$ cat src/imu_defines.svh
// Constants for the integer multiply unit
`ifndef IMU_DEFINES_SVH
`define IMU_DEFINES_SVH
// Instruction fields
`define IMU_OPC_MSB 31
`define IMU_OPC_LSB 24
`define IMU_DST_MSB 23
`define IMU_DST_LSB 16
`define IMU_SRC1_MSB 15
`define IMU_SRC1_LSB 8
`define IMU_SRC2_MSB 7
`define IMU_SRC2_LSB 0
// Opcodes
`define IMU_OPC_MUL_LO 8'he0
`define IMU_OPC_MUL_HI_S 8'hde
`define IMU_OPC_MUL_HI_U 8'hdf
`define IMU_OPC_STEP_REG 8'h74
`define IMU_OPC_STEP_IMM 8'h75
// Register byte addresses
`define IMU_ADDR_CTRL 8'h00
`define IMU_ADDR_STEP_Q 8'h04
`define IMU_ADDR_FLAGS 8'h08
`define IMU_ADDR_IRQ_STAT 8'h0c
`define IMU_ADDR_IRQ_EN 8'h10
`define IMU_ADDR_IRQ_CLR 8'h14
`define IMU_ADDR_IPTR 8'h18
// Field positions
`define IMU_CTRL_HW_MUL 0
`define IMU_FLAG_C 0
`define IMU_FLAG_Z 1
`define IMU_FLAG_N 2
`define IMU_FLAG_V 3
`define IMU_IRQ_TRAP 0
`define IMU_IRQ_STEP 1
`define IMU_IRQ_HWMUL 2
// Reset values and responses
`define IMU_CTRL_RST 1'b0
`define IMU_Q_RST 32'h0000_0000
`define IMU_FLAGS_RST 4'h0
`define IMU_IRQ_RST 3'h0
`define IMU_RESP_OKAY 2'h0
`define IMU_RESP_SLVERR 2'h2
`endif

$ cat src/imu_pkg.sv
// Types for the integer multiply unit
package imu_pkg;
  typedef enum logic [2:0] {
    IMU_OP_NONE     = 3'h0,
    IMU_OP_MUL_LO   = 3'h1,
    IMU_OP_MUL_HI_S = 3'h2,
    IMU_OP_MUL_HI_U = 3'h3,
    IMU_OP_STEP     = 3'h4
  } imu_op_t;
  typedef enum logic [1:0] {
    IMU_TRAP_MUL_LO   = 2'h0,
    IMU_TRAP_MUL_HI_S = 2'h1,
    IMU_TRAP_MUL_HI_U = 2'h2
  } imu_trap_t;
endpackage

$ cat src/imu_core.sv
// Integer multiply unit: full-multiply traps, unsigned step, AXI4-Lite regs
`timescale 1ns/1ps
`include "imu_defines.svh"
// Operation
// - signed low-word multiply gives low 32 bits
// - high-word multiplies give upper 32 bits
// - unsigned high-word multiply treats operands unsigned
// - decode E0, DE, DF as full multiplies
// - decode 74 register, 75 immediate step
// - step adds first source when Q bit0 set
// - shift sum:Q right, carry fills top
// - upper half to target, lower to Q
// - Q undefined after full multiplies
// - full multiplies trap instead of computing; here only while hw_mul_r is clear, with it set they compute
// - trap loads pointers with register numbers
module imu_core (
  input  wire logic        aclk,
  input  wire logic        aresetn,
  input  wire logic [7:0]  s_axi_awaddr,
  input  wire logic        s_axi_awvalid,
  output logic             s_axi_awready,
  input  wire logic [31:0] s_axi_wdata,
  input  wire logic [3:0]  s_axi_wstrb,
  input  wire logic        s_axi_wvalid,
  output logic             s_axi_wready,
  output logic [1:0]       s_axi_bresp,
  output logic             s_axi_bvalid,
  input  wire logic        s_axi_bready,
  input  wire logic [7:0]  s_axi_araddr,
  input  wire logic        s_axi_arvalid,
  output logic             s_axi_arready,
  output logic [31:0]      s_axi_rdata,
  output logic [1:0]       s_axi_rresp,
  output logic             s_axi_rvalid,
  input  wire logic        s_axi_rready,
  input  wire logic        issue_valid,
  input  wire logic [31:0] issue_instr,
  input  wire logic [31:0] first_source_value,
  input  wire logic [31:0] second_source_value,
  output logic             result_valid,
  output logic [7:0]       result_target,
  output logic [31:0]      result_data,
  output logic             flags_valid,
  output logic [3:0]       flags,
  output logic             trap_valid,
  output logic [1:0]       trap_code,
  output logic [7:0]       indirect_ptr_first,
  output logic [7:0]       indirect_ptr_second,
  output logic [7:0]       indirect_ptr_third,
  output logic             irq
);

  function automatic logic [31:0] merge_bytes(input logic [31:0] old_v,
                                              input logic [31:0] new_v,
                                              input logic [3:0]  strb);
    logic [31:0] r;
    r = old_v;
    for (int i = 0; i < 4; i++) begin
      if (strb[i]) begin
        r[i*8 +: 8] = new_v[i*8 +: 8];
      end
    end
    return r;
  endfunction

  // ==========================================================
  // Decode and datapath
  imu_pkg::imu_op_t op;
  logic [7:0]       opc;
  logic [7:0]       dst_field;
  logic [7:0]       src1_field;
  logic [7:0]       src2_field;
  logic [31:0]      src2_val;
  logic [31:0]      addend;
  logic [32:0]      step_sum;
  logic [31:0]      step_high;
  logic [31:0]      step_low;
  logic [3:0]       step_flags;
  logic [63:0]      prod_u;
  logic signed [63:0] prod_s;
  logic [31:0]      q_r;
  logic             hw_mul_r;

  assign opc        = issue_instr[`IMU_OPC_MSB:`IMU_OPC_LSB];
  assign dst_field  = issue_instr[`IMU_DST_MSB:`IMU_DST_LSB];
  assign src1_field = issue_instr[`IMU_SRC1_MSB:`IMU_SRC1_LSB];
  assign src2_field = issue_instr[`IMU_SRC2_MSB:`IMU_SRC2_LSB];

  always_comb begin
    if (!issue_valid) begin
      op = imu_pkg::IMU_OP_NONE;
    end else begin
      unique case (opc)
        `IMU_OPC_MUL_LO:   op = imu_pkg::IMU_OP_MUL_LO;
        `IMU_OPC_MUL_HI_S: op = imu_pkg::IMU_OP_MUL_HI_S;
        `IMU_OPC_MUL_HI_U: op = imu_pkg::IMU_OP_MUL_HI_U;
        `IMU_OPC_STEP_REG: op = imu_pkg::IMU_OP_STEP;
        `IMU_OPC_STEP_IMM: op = imu_pkg::IMU_OP_STEP;
        default:           op = imu_pkg::IMU_OP_NONE;
      endcase
    end
  end

  // Immediate form zero-extends the low byte
  assign src2_val = (opc == `IMU_OPC_STEP_IMM) ? {24'h0, src2_field}
                                                : second_source_value;
  assign addend    = q_r[0] ? first_source_value : 32'h0;
  assign step_sum  = {1'b0, addend} + {1'b0, src2_val};
  assign step_high = {step_sum[32], step_sum[31:1]};
  assign step_low  = {step_sum[0], q_r[31:1]};
  assign step_flags[`IMU_FLAG_C] = step_sum[32];
  assign step_flags[`IMU_FLAG_Z] = (step_high == 32'h0);
  assign step_flags[`IMU_FLAG_N] = step_high[31];
  assign step_flags[`IMU_FLAG_V] = (addend[31] == src2_val[31]) &&
                                   (step_sum[31] != src2_val[31]);
  assign prod_u = {32'h0, first_source_value} *
                  {32'h0, second_source_value};
  assign prod_s = $signed({{32{first_source_value[31]}}, first_source_value})
                * $signed({{32{second_source_value[31]}},
                           second_source_value});

  logic is_full;
  assign is_full = (op == imu_pkg::IMU_OP_MUL_LO) ||
                   (op == imu_pkg::IMU_OP_MUL_HI_S) ||
                   (op == imu_pkg::IMU_OP_MUL_HI_U);

  // Results, traps and step outputs
  always_ff @(posedge aclk) begin
    if (!aresetn) begin
      result_valid  <= 1'b0;
      result_target <= 8'h00;
      result_data   <= 32'h0;
      flags_valid   <= 1'b0;
      trap_valid    <= 1'b0;
      trap_code     <= imu_pkg::IMU_TRAP_MUL_LO;
    end else begin
      result_valid <= 1'b0;
      flags_valid  <= 1'b0;
      trap_valid   <= 1'b0;
      unique case (op)
        imu_pkg::IMU_OP_STEP: begin
          result_valid  <= 1'b1;
          result_target <= dst_field;
          result_data   <= step_high;
          flags_valid   <= 1'b1;
        end
        imu_pkg::IMU_OP_MUL_LO: begin
          if (hw_mul_r) begin
            result_valid  <= 1'b1;
            result_target <= dst_field;
            result_data   <= prod_s[31:0];
          end else begin
            trap_valid <= 1'b1;
            trap_code  <= imu_pkg::IMU_TRAP_MUL_LO;
          end
        end
        imu_pkg::IMU_OP_MUL_HI_S: begin
          if (hw_mul_r) begin
            result_valid  <= 1'b1;
            result_target <= dst_field;
            result_data   <= prod_s[63:32];
          end else begin
            trap_valid <= 1'b1;
            trap_code  <= imu_pkg::IMU_TRAP_MUL_HI_S;
          end
        end
        imu_pkg::IMU_OP_MUL_HI_U: begin
          if (hw_mul_r) begin
            result_valid  <= 1'b1;
            result_target <= dst_field;
            result_data   <= prod_u[63:32];
          end else begin
            trap_valid <= 1'b1;
            trap_code  <= imu_pkg::IMU_TRAP_MUL_HI_U;
          end
        end
        imu_pkg::IMU_OP_NONE: begin
        end
      endcase
    end
  end

  // Pointers take the register numbers of a trapping multiply
  always_ff @(posedge aclk) begin
    if (!aresetn) begin
      indirect_ptr_first  <= 8'h00;
      indirect_ptr_second <= 8'h00;
      indirect_ptr_third  <= 8'h00;
    end else if (is_full && !hw_mul_r) begin
      indirect_ptr_first  <= src1_field;
      indirect_ptr_second <= src2_field;
      indirect_ptr_third  <= dst_field;
    end
  end

  // Only the step touches flags
  always_ff @(posedge aclk) begin
    if (!aresetn) begin
      flags <= `IMU_FLAGS_RST;
    end else if (op == imu_pkg::IMU_OP_STEP) begin
      flags <= step_flags;
    end
  end

  // ==========================================================
  // AXI4-Lite slave
  logic        aw_got_r;
  logic        w_got_r;
  logic [7:0]  awaddr_r;
  logic [31:0] wdata_r;
  logic [3:0]  wstrb_r;
  logic        wr_fire;
  logic [2:0]  irq_stat_r;
  logic [2:0]  irq_en_r;
  logic [2:0]  irq_set;
  logic [2:0]  irq_clr;
  logic [2:0]  irq_stat_nxt;
  logic [31:0] rd_data;
  logic        rd_err;

  assign wr_fire = aw_got_r && w_got_r && !s_axi_bvalid;

  always_ff @(posedge aclk) begin
    if (!aresetn) begin
      aw_got_r      <= 1'b0;
      w_got_r       <= 1'b0;
      s_axi_awready <= 1'b1;
      s_axi_wready  <= 1'b1;
      s_axi_bvalid  <= 1'b0;
      s_axi_bresp   <= `IMU_RESP_OKAY;
      awaddr_r      <= 8'h00;
      wdata_r       <= 32'h0;
      wstrb_r       <= 4'h0;
    end else begin
      if (s_axi_awvalid && s_axi_awready) begin
        aw_got_r      <= 1'b1;
        awaddr_r      <= s_axi_awaddr;
        s_axi_awready <= 1'b0;
      end
      if (s_axi_wvalid && s_axi_wready) begin
        w_got_r      <= 1'b1;
        wdata_r      <= s_axi_wdata;
        wstrb_r      <= s_axi_wstrb;
        s_axi_wready <= 1'b0;
      end
      if (wr_fire) begin
        s_axi_bvalid <= 1'b1;
        unique case (awaddr_r)
          `IMU_ADDR_CTRL, `IMU_ADDR_STEP_Q, `IMU_ADDR_IRQ_EN,
          `IMU_ADDR_IRQ_CLR: s_axi_bresp <= `IMU_RESP_OKAY;
          default:           s_axi_bresp <= `IMU_RESP_SLVERR;
        endcase
      end
      if (s_axi_bvalid && s_axi_bready) begin
        s_axi_bvalid  <= 1'b0;
        aw_got_r      <= 1'b0;
        w_got_r       <= 1'b0;
        s_axi_awready <= 1'b1;
        s_axi_wready  <= 1'b1;
      end
    end
  end

  always_comb begin
    rd_err  = 1'b0;
    rd_data = 32'h0;
    unique case (s_axi_araddr)
      `IMU_ADDR_CTRL:     rd_data = {31'h0, hw_mul_r};
      `IMU_ADDR_STEP_Q:   rd_data = q_r;
      `IMU_ADDR_FLAGS:    rd_data = {28'h0, flags};
      `IMU_ADDR_IRQ_STAT: rd_data = {29'h0, irq_stat_r};
      `IMU_ADDR_IRQ_EN:   rd_data = {29'h0, irq_en_r};
      `IMU_ADDR_IRQ_CLR:  rd_data = 32'h0;
      `IMU_ADDR_IPTR:     rd_data = {8'h00, indirect_ptr_third,
                                     indirect_ptr_first,
                                     indirect_ptr_second};
      default:            rd_err = 1'b1;
    endcase
  end

  always_ff @(posedge aclk) begin
    if (!aresetn) begin
      s_axi_arready <= 1'b1;
      s_axi_rvalid  <= 1'b0;
      s_axi_rdata   <= 32'h0;
      s_axi_rresp   <= `IMU_RESP_OKAY;
    end else if (s_axi_arvalid && s_axi_arready) begin
      s_axi_arready <= 1'b0;
      s_axi_rvalid  <= 1'b1;
      s_axi_rdata   <= rd_data;
      s_axi_rresp   <= rd_err ? `IMU_RESP_SLVERR : `IMU_RESP_OKAY;
    end else if (s_axi_rvalid && s_axi_rready) begin
      s_axi_rvalid  <= 1'b0;
      s_axi_arready <= 1'b1;
    end
  end

  // ==========================================================
  // Software registers
  logic [31:0] ctrl_merged;
  assign ctrl_merged = merge_bytes({31'h0, hw_mul_r}, wdata_r, wstrb_r);

  always_ff @(posedge aclk) begin
    if (!aresetn) begin
      hw_mul_r <= `IMU_CTRL_RST;
    end else if (wr_fire && awaddr_r == `IMU_ADDR_CTRL) begin
      hw_mul_r <= ctrl_merged[`IMU_CTRL_HW_MUL];
    end
  end

  // A step in the same cycle as a software write wins; full multiplies
  // leave Q as it was, a legal value for "undefined"
  always_ff @(posedge aclk) begin
    if (!aresetn) begin
      q_r <= `IMU_Q_RST;
    end else if (op == imu_pkg::IMU_OP_STEP) begin
      q_r <= step_low;
    end else if (wr_fire && awaddr_r == `IMU_ADDR_STEP_Q) begin
      q_r <= merge_bytes(q_r, wdata_r, wstrb_r);
    end
  end

  logic [31:0] en_merged;
  assign en_merged = merge_bytes({29'h0, irq_en_r}, wdata_r, wstrb_r);
  assign irq_set[`IMU_IRQ_TRAP]  = is_full && !hw_mul_r;
  assign irq_set[`IMU_IRQ_STEP]  = (op == imu_pkg::IMU_OP_STEP);
  assign irq_set[`IMU_IRQ_HWMUL] = is_full && hw_mul_r;
  assign irq_clr = (wr_fire && awaddr_r == `IMU_ADDR_IRQ_CLR &&
                    wstrb_r[0]) ? wdata_r[2:0] : 3'h0;
  // New events win over a clear in the same cycle
  assign irq_stat_nxt = (irq_stat_r & ~irq_clr) | irq_set;

  always_ff @(posedge aclk) begin
    if (!aresetn) begin
      irq_stat_r <= `IMU_IRQ_RST;
      irq_en_r   <= `IMU_IRQ_RST;
      irq        <= 1'b0;
    end else begin
      irq_stat_r <= irq_stat_nxt;
      if (wr_fire && awaddr_r == `IMU_ADDR_IRQ_EN) begin
        irq_en_r <= en_merged[2:0];
        irq      <= |(irq_stat_nxt & en_merged[2:0]);
      end else begin
        irq <= |(irq_stat_nxt & irq_en_r);
      end
    end
  end
endmodule

$ cat config.mk
export PLATFORM = sky130hd
export DESIGN_NAME = imu_core
export DESIGN_NICKNAME = d
export VERILOG_FILES = /design/src/imu_pkg.sv /design/src/imu_core.sv
export VERILOG_INCLUDE_DIRS = /design/src
export SDC_FILE = /design/constraint.sdc
export NUM_CORES = 2
export LEC_CHECK = 0
export BUFFER_PORTS_ARGS = -buffer_cell sky130_fd_sc_hd__buf_4
export CORE_MARGIN = 2
export CORE_UTILIZATION = 40
export DETAILED_ROUTE_END_ITERATION = 10
export GPL_ROUTABILITY_DRIVEN = 0
export PLACE_DENSITY = 0.59
export SLEW_MARGIN = 20
export SYNTH_ARGS = -nofsm -noshare
export SYNTH_HDL_FRONTEND = slang
export SYNTH_SLANG_ARGS = --single-unit
$ cat constraint.sdc
create_clock -name aclk -period 7.9 [get_ports aclk]
set_clock_uncertainty 0.05 [all_clocks]
set_input_delay 0.79 -clock aclk [delete_from_list [all_inputs] [get_ports aclk]]
set_output_delay 0.79 -clock aclk [all_outputs]
set_load 0.005 [all_outputs]
==> metrics.md <==
| Metric | Value |
|---|---|
| Die Y | `397 um` |
| Critical Path AT | `8.22 ns` |
| Sequential share of the synthesized area | `6.38%` |
| Cell variety after synth | `85` |
| Worst-Margin Slew | `1.09 ns` |
| Critical path required time | `8.20 ns` |
| Relative slew slack | `27.2%` |
| Die ar. | `158,000 um2` |
| Max Slew Vio Count | `0` |
| Commonest non-fill, non-tap cells in the layout | `1,563 x inv_1, 1,403 x fa_1, 1,026 x buf_4` |
| Fin nets | `9,889` |
| Vias | `50,800` |
| Antenna-violating nets left | `0` |
| Area growth, synth to finish | `23.8%` |
| Clk buf depth | `2` |
| Ys Warns | `0` |
| WS Path Type | `input pin to register` |
| Post-Layout Cell Count | `9,905` |
| Mean routed wirelength per cell | `20.3 um` |
| Later-pin clock latency in the skew report | `0.46 ns` |
| Reg-to-reg startpoint | `q_r[0]` |
| Ys flop type | `dfxtp_1` |
| Boundary Pins | `271` |
| Starting DRT DRC Count | `3,232` |
| Mapped Area | `61,900 um2` |
| Placed cells | `9,780` |
| DR DRC count | `0` |
| Violated checks | `setup timing` |
| Clock Root Buffer | `clkbuf_16` |
| Crit. End Element | `register` |
| Max-cap violations | `0` |
| Layout cells sized above 1 | `21.1%` |
| Peak fanout along the critical path | `16` |
| Final hold violations | `0` |
| Worst setup path startpoint | `second_source_value[3]` |
| Gr ovfl total | `0` |
| Final WS setup | `-0.0233 ns` |
| Worst slack at placement | `-1.07 ns` |
| RSZ-0062 raised after global routing | `true` |
| Largest net degree at the start of global routing | `93` |
| Hold Path Cell Cnt | `2` |
| Final Routed Wirelength | `201,000 um` |
| Ys async rst share | `0%` |
| Initial Util | `40.2%` |
| DRT Pass-1 Iters | `6` |
| GR Util All Layers | `25.6%` |
| Final cycle utilization of the critical path | `100%` |
| CTS Hold Buffers Added | `0` |
| CORE AREA | `154,000 um2` |
| Final core utilization | `49.8%` |
| I/O Buffers | `268` |
| Fmax | `126 MHz` |
| Clk slew on worst S/H paths | `0.08 ns` |
| H-tree levels | `4` |
| FILL cells | `14,500` |
| CTS Buf Count | `17` |
| #FFs+latches synth | `197` |
| CP Launch Type | `input pin` |
| Status | `finished with violations` |
| Setup violators final | `3` |
| Vias per std cell | `5.13` |
| Synth Instances | `6,928` |
| CTS tree | `built` |
| Most common cell after layout, fill and taps aside | `inv_1` |
| Clk sinks | `197` |
| DPL Wire Length | `171,000 um` |
| Die span in x | `397 um` |
| Worst R2R Path Depth | `16` |
| Worst min-delay path class | `register to register` |
| First-pass GRT wire length | `313,000 um` |
| FP Rows | `144` |
| Hold WS | `0.404 ns` |
| Vias in the first global route | `54,900` |
| Hold Path Origin | `result_target[5]` |
| Crit path time final | `7.92 ns` |
| Number of synthesized flops with an enable pin | `0` |
| Antenna violations before repair | `6` |
| Avg Cell Area, Syn | `8.93 um2` |
-- sequential cells by signal, indices dropped and copies added (netlist names), 2 cells and up --
| name | cells |
|---|---|
| s_axi_rdata | 32 |
| indirect_ptr_first | 8 |
| q_r | 32 |
| result_data | 32 |
| awaddr_r | 8 |
| flags | 3 |
| irq_en_r | 3 |
| wdata_r | 32 |
| wstrb_r | 4 |
| indirect_ptr_second | 8 |
| result_target | 8 |
| trap_code | 2 |
| indirect_ptr_third | 8 |
| irq_stat_r | 3 |
-- path summary, 6_finish.rpt --
check                     endpoint  slack [ns]
setup / recovery   result_data[28]       -0.02
setup reg to reg          flags[1]        3.56
hold reg to reg   result_target[5]        0.40
hold / removal    result_target[5]        0.40
-- cell usage after synthesis (20+ instances only) --
cell type	count	share of area [%]
o21a_1	22	0.27
nand2_1	887	5.4
xnor2_1	76	1.1
nor3_1	38	0.31
fa_1	1472	48
a22oi_1	22	0.27
dfxtp_1	197	6.4
xor2_1	43	0.61
nand3_1	55	0.44
a311oi_1	25	0.35
a21oi_1	330	2.7
a21o_1	57	0.69
ha_1	417	8.4
o21bai_1	27	0.33
clkbuf_1	309	1.9
mux2i_1	25	0.40
o21ai_0	135	1.1
inv_1	1608	9.8
and2_1	574	5.8
nor2b_1	52	0.53
a221oi_1	20	0.28
o211ai_1	23	0.28
a211oi_1	28	0.34
nor2_1	200	1.2
nand4_1	50	0.51
-- through the flow --
stage	instance area (um2)	TNS [ns]
finish	76600	-0.0542
global route	76600	-1.96
CTS	74100	-0.0956
detailed placement	72100	-21.83
global placement	72100	-21.16
floorplan	62000	-0.254
-- per-layer routing --
layer,track usage [%],share of wire (%),vias to the layer above,wire (um)
met5,0,0.011,-,22
met4,8.02,3.8,4,7660
met3,2.21,5.3,342,10700
met2,44.5,50,1548,99700
met1,33.8,41,26200,83300
li1,-,-,22700,-
-- logic make-up after synthesis --
group           share of synthesized area, %
compound gates                          8.25
xor+xnor                                1.68
fa+ha+maj                               56.1
buf+inv                                 11.8
flops                                   6.38
mux                                    0.623
other cells                          0.00606
simple gates                            15.2
-- timing repair --
action / in CTS / in global routing
pin swaps: 132 / 250
hold endpoints to repair: 0 / 0
gates cloned: 1 / 12
gates resized for setup: 232 / 448
buffers inserted: 36 / 50
setup endpoints to repair: 26 / 29
-- worst max-delay path, cell delays in order --
cell	delay, ns
buf_8	0.13
buf_6	0.14
and2_4	0.17
fa_1	0.52
fa_2	0.58
fa_2	0.48
buf_12	0.18
fa_2	0.62
clkinvlp_4	0.24
buf_4	0.21
fa_1	0.47
inv_1	0.05
fa_1	0.53
inv_1	0.05
fa_1	0.48
inv_1	0.06
fa_1	0.46
ha_1	0.32
buf_4	0.14
nand4_1	0.17
or4_1	0.45
o21a_2	0.27
o31ai_2	0.31
xor2_1	0.12
o221a_2	0.24
-- final cells by class --
class	count	area [um2]	area share, %
Multi-Input combinational cell	4797	52600	68.6
Timing Repair Buffer	1223	10800	14.1
Inverter	1608	6050	7.90
Sequential cell	197	3940	5.15
Tap cell	2044	2560	3.34
Clock buffer	17	425	0.556
Clock inverter	15	225	0.294
Antenna cell	4	10.0	0.0131
Power is not shown: default switching activity piles up to over one toggle a cycle in this logic, so the estimate is an artifact.
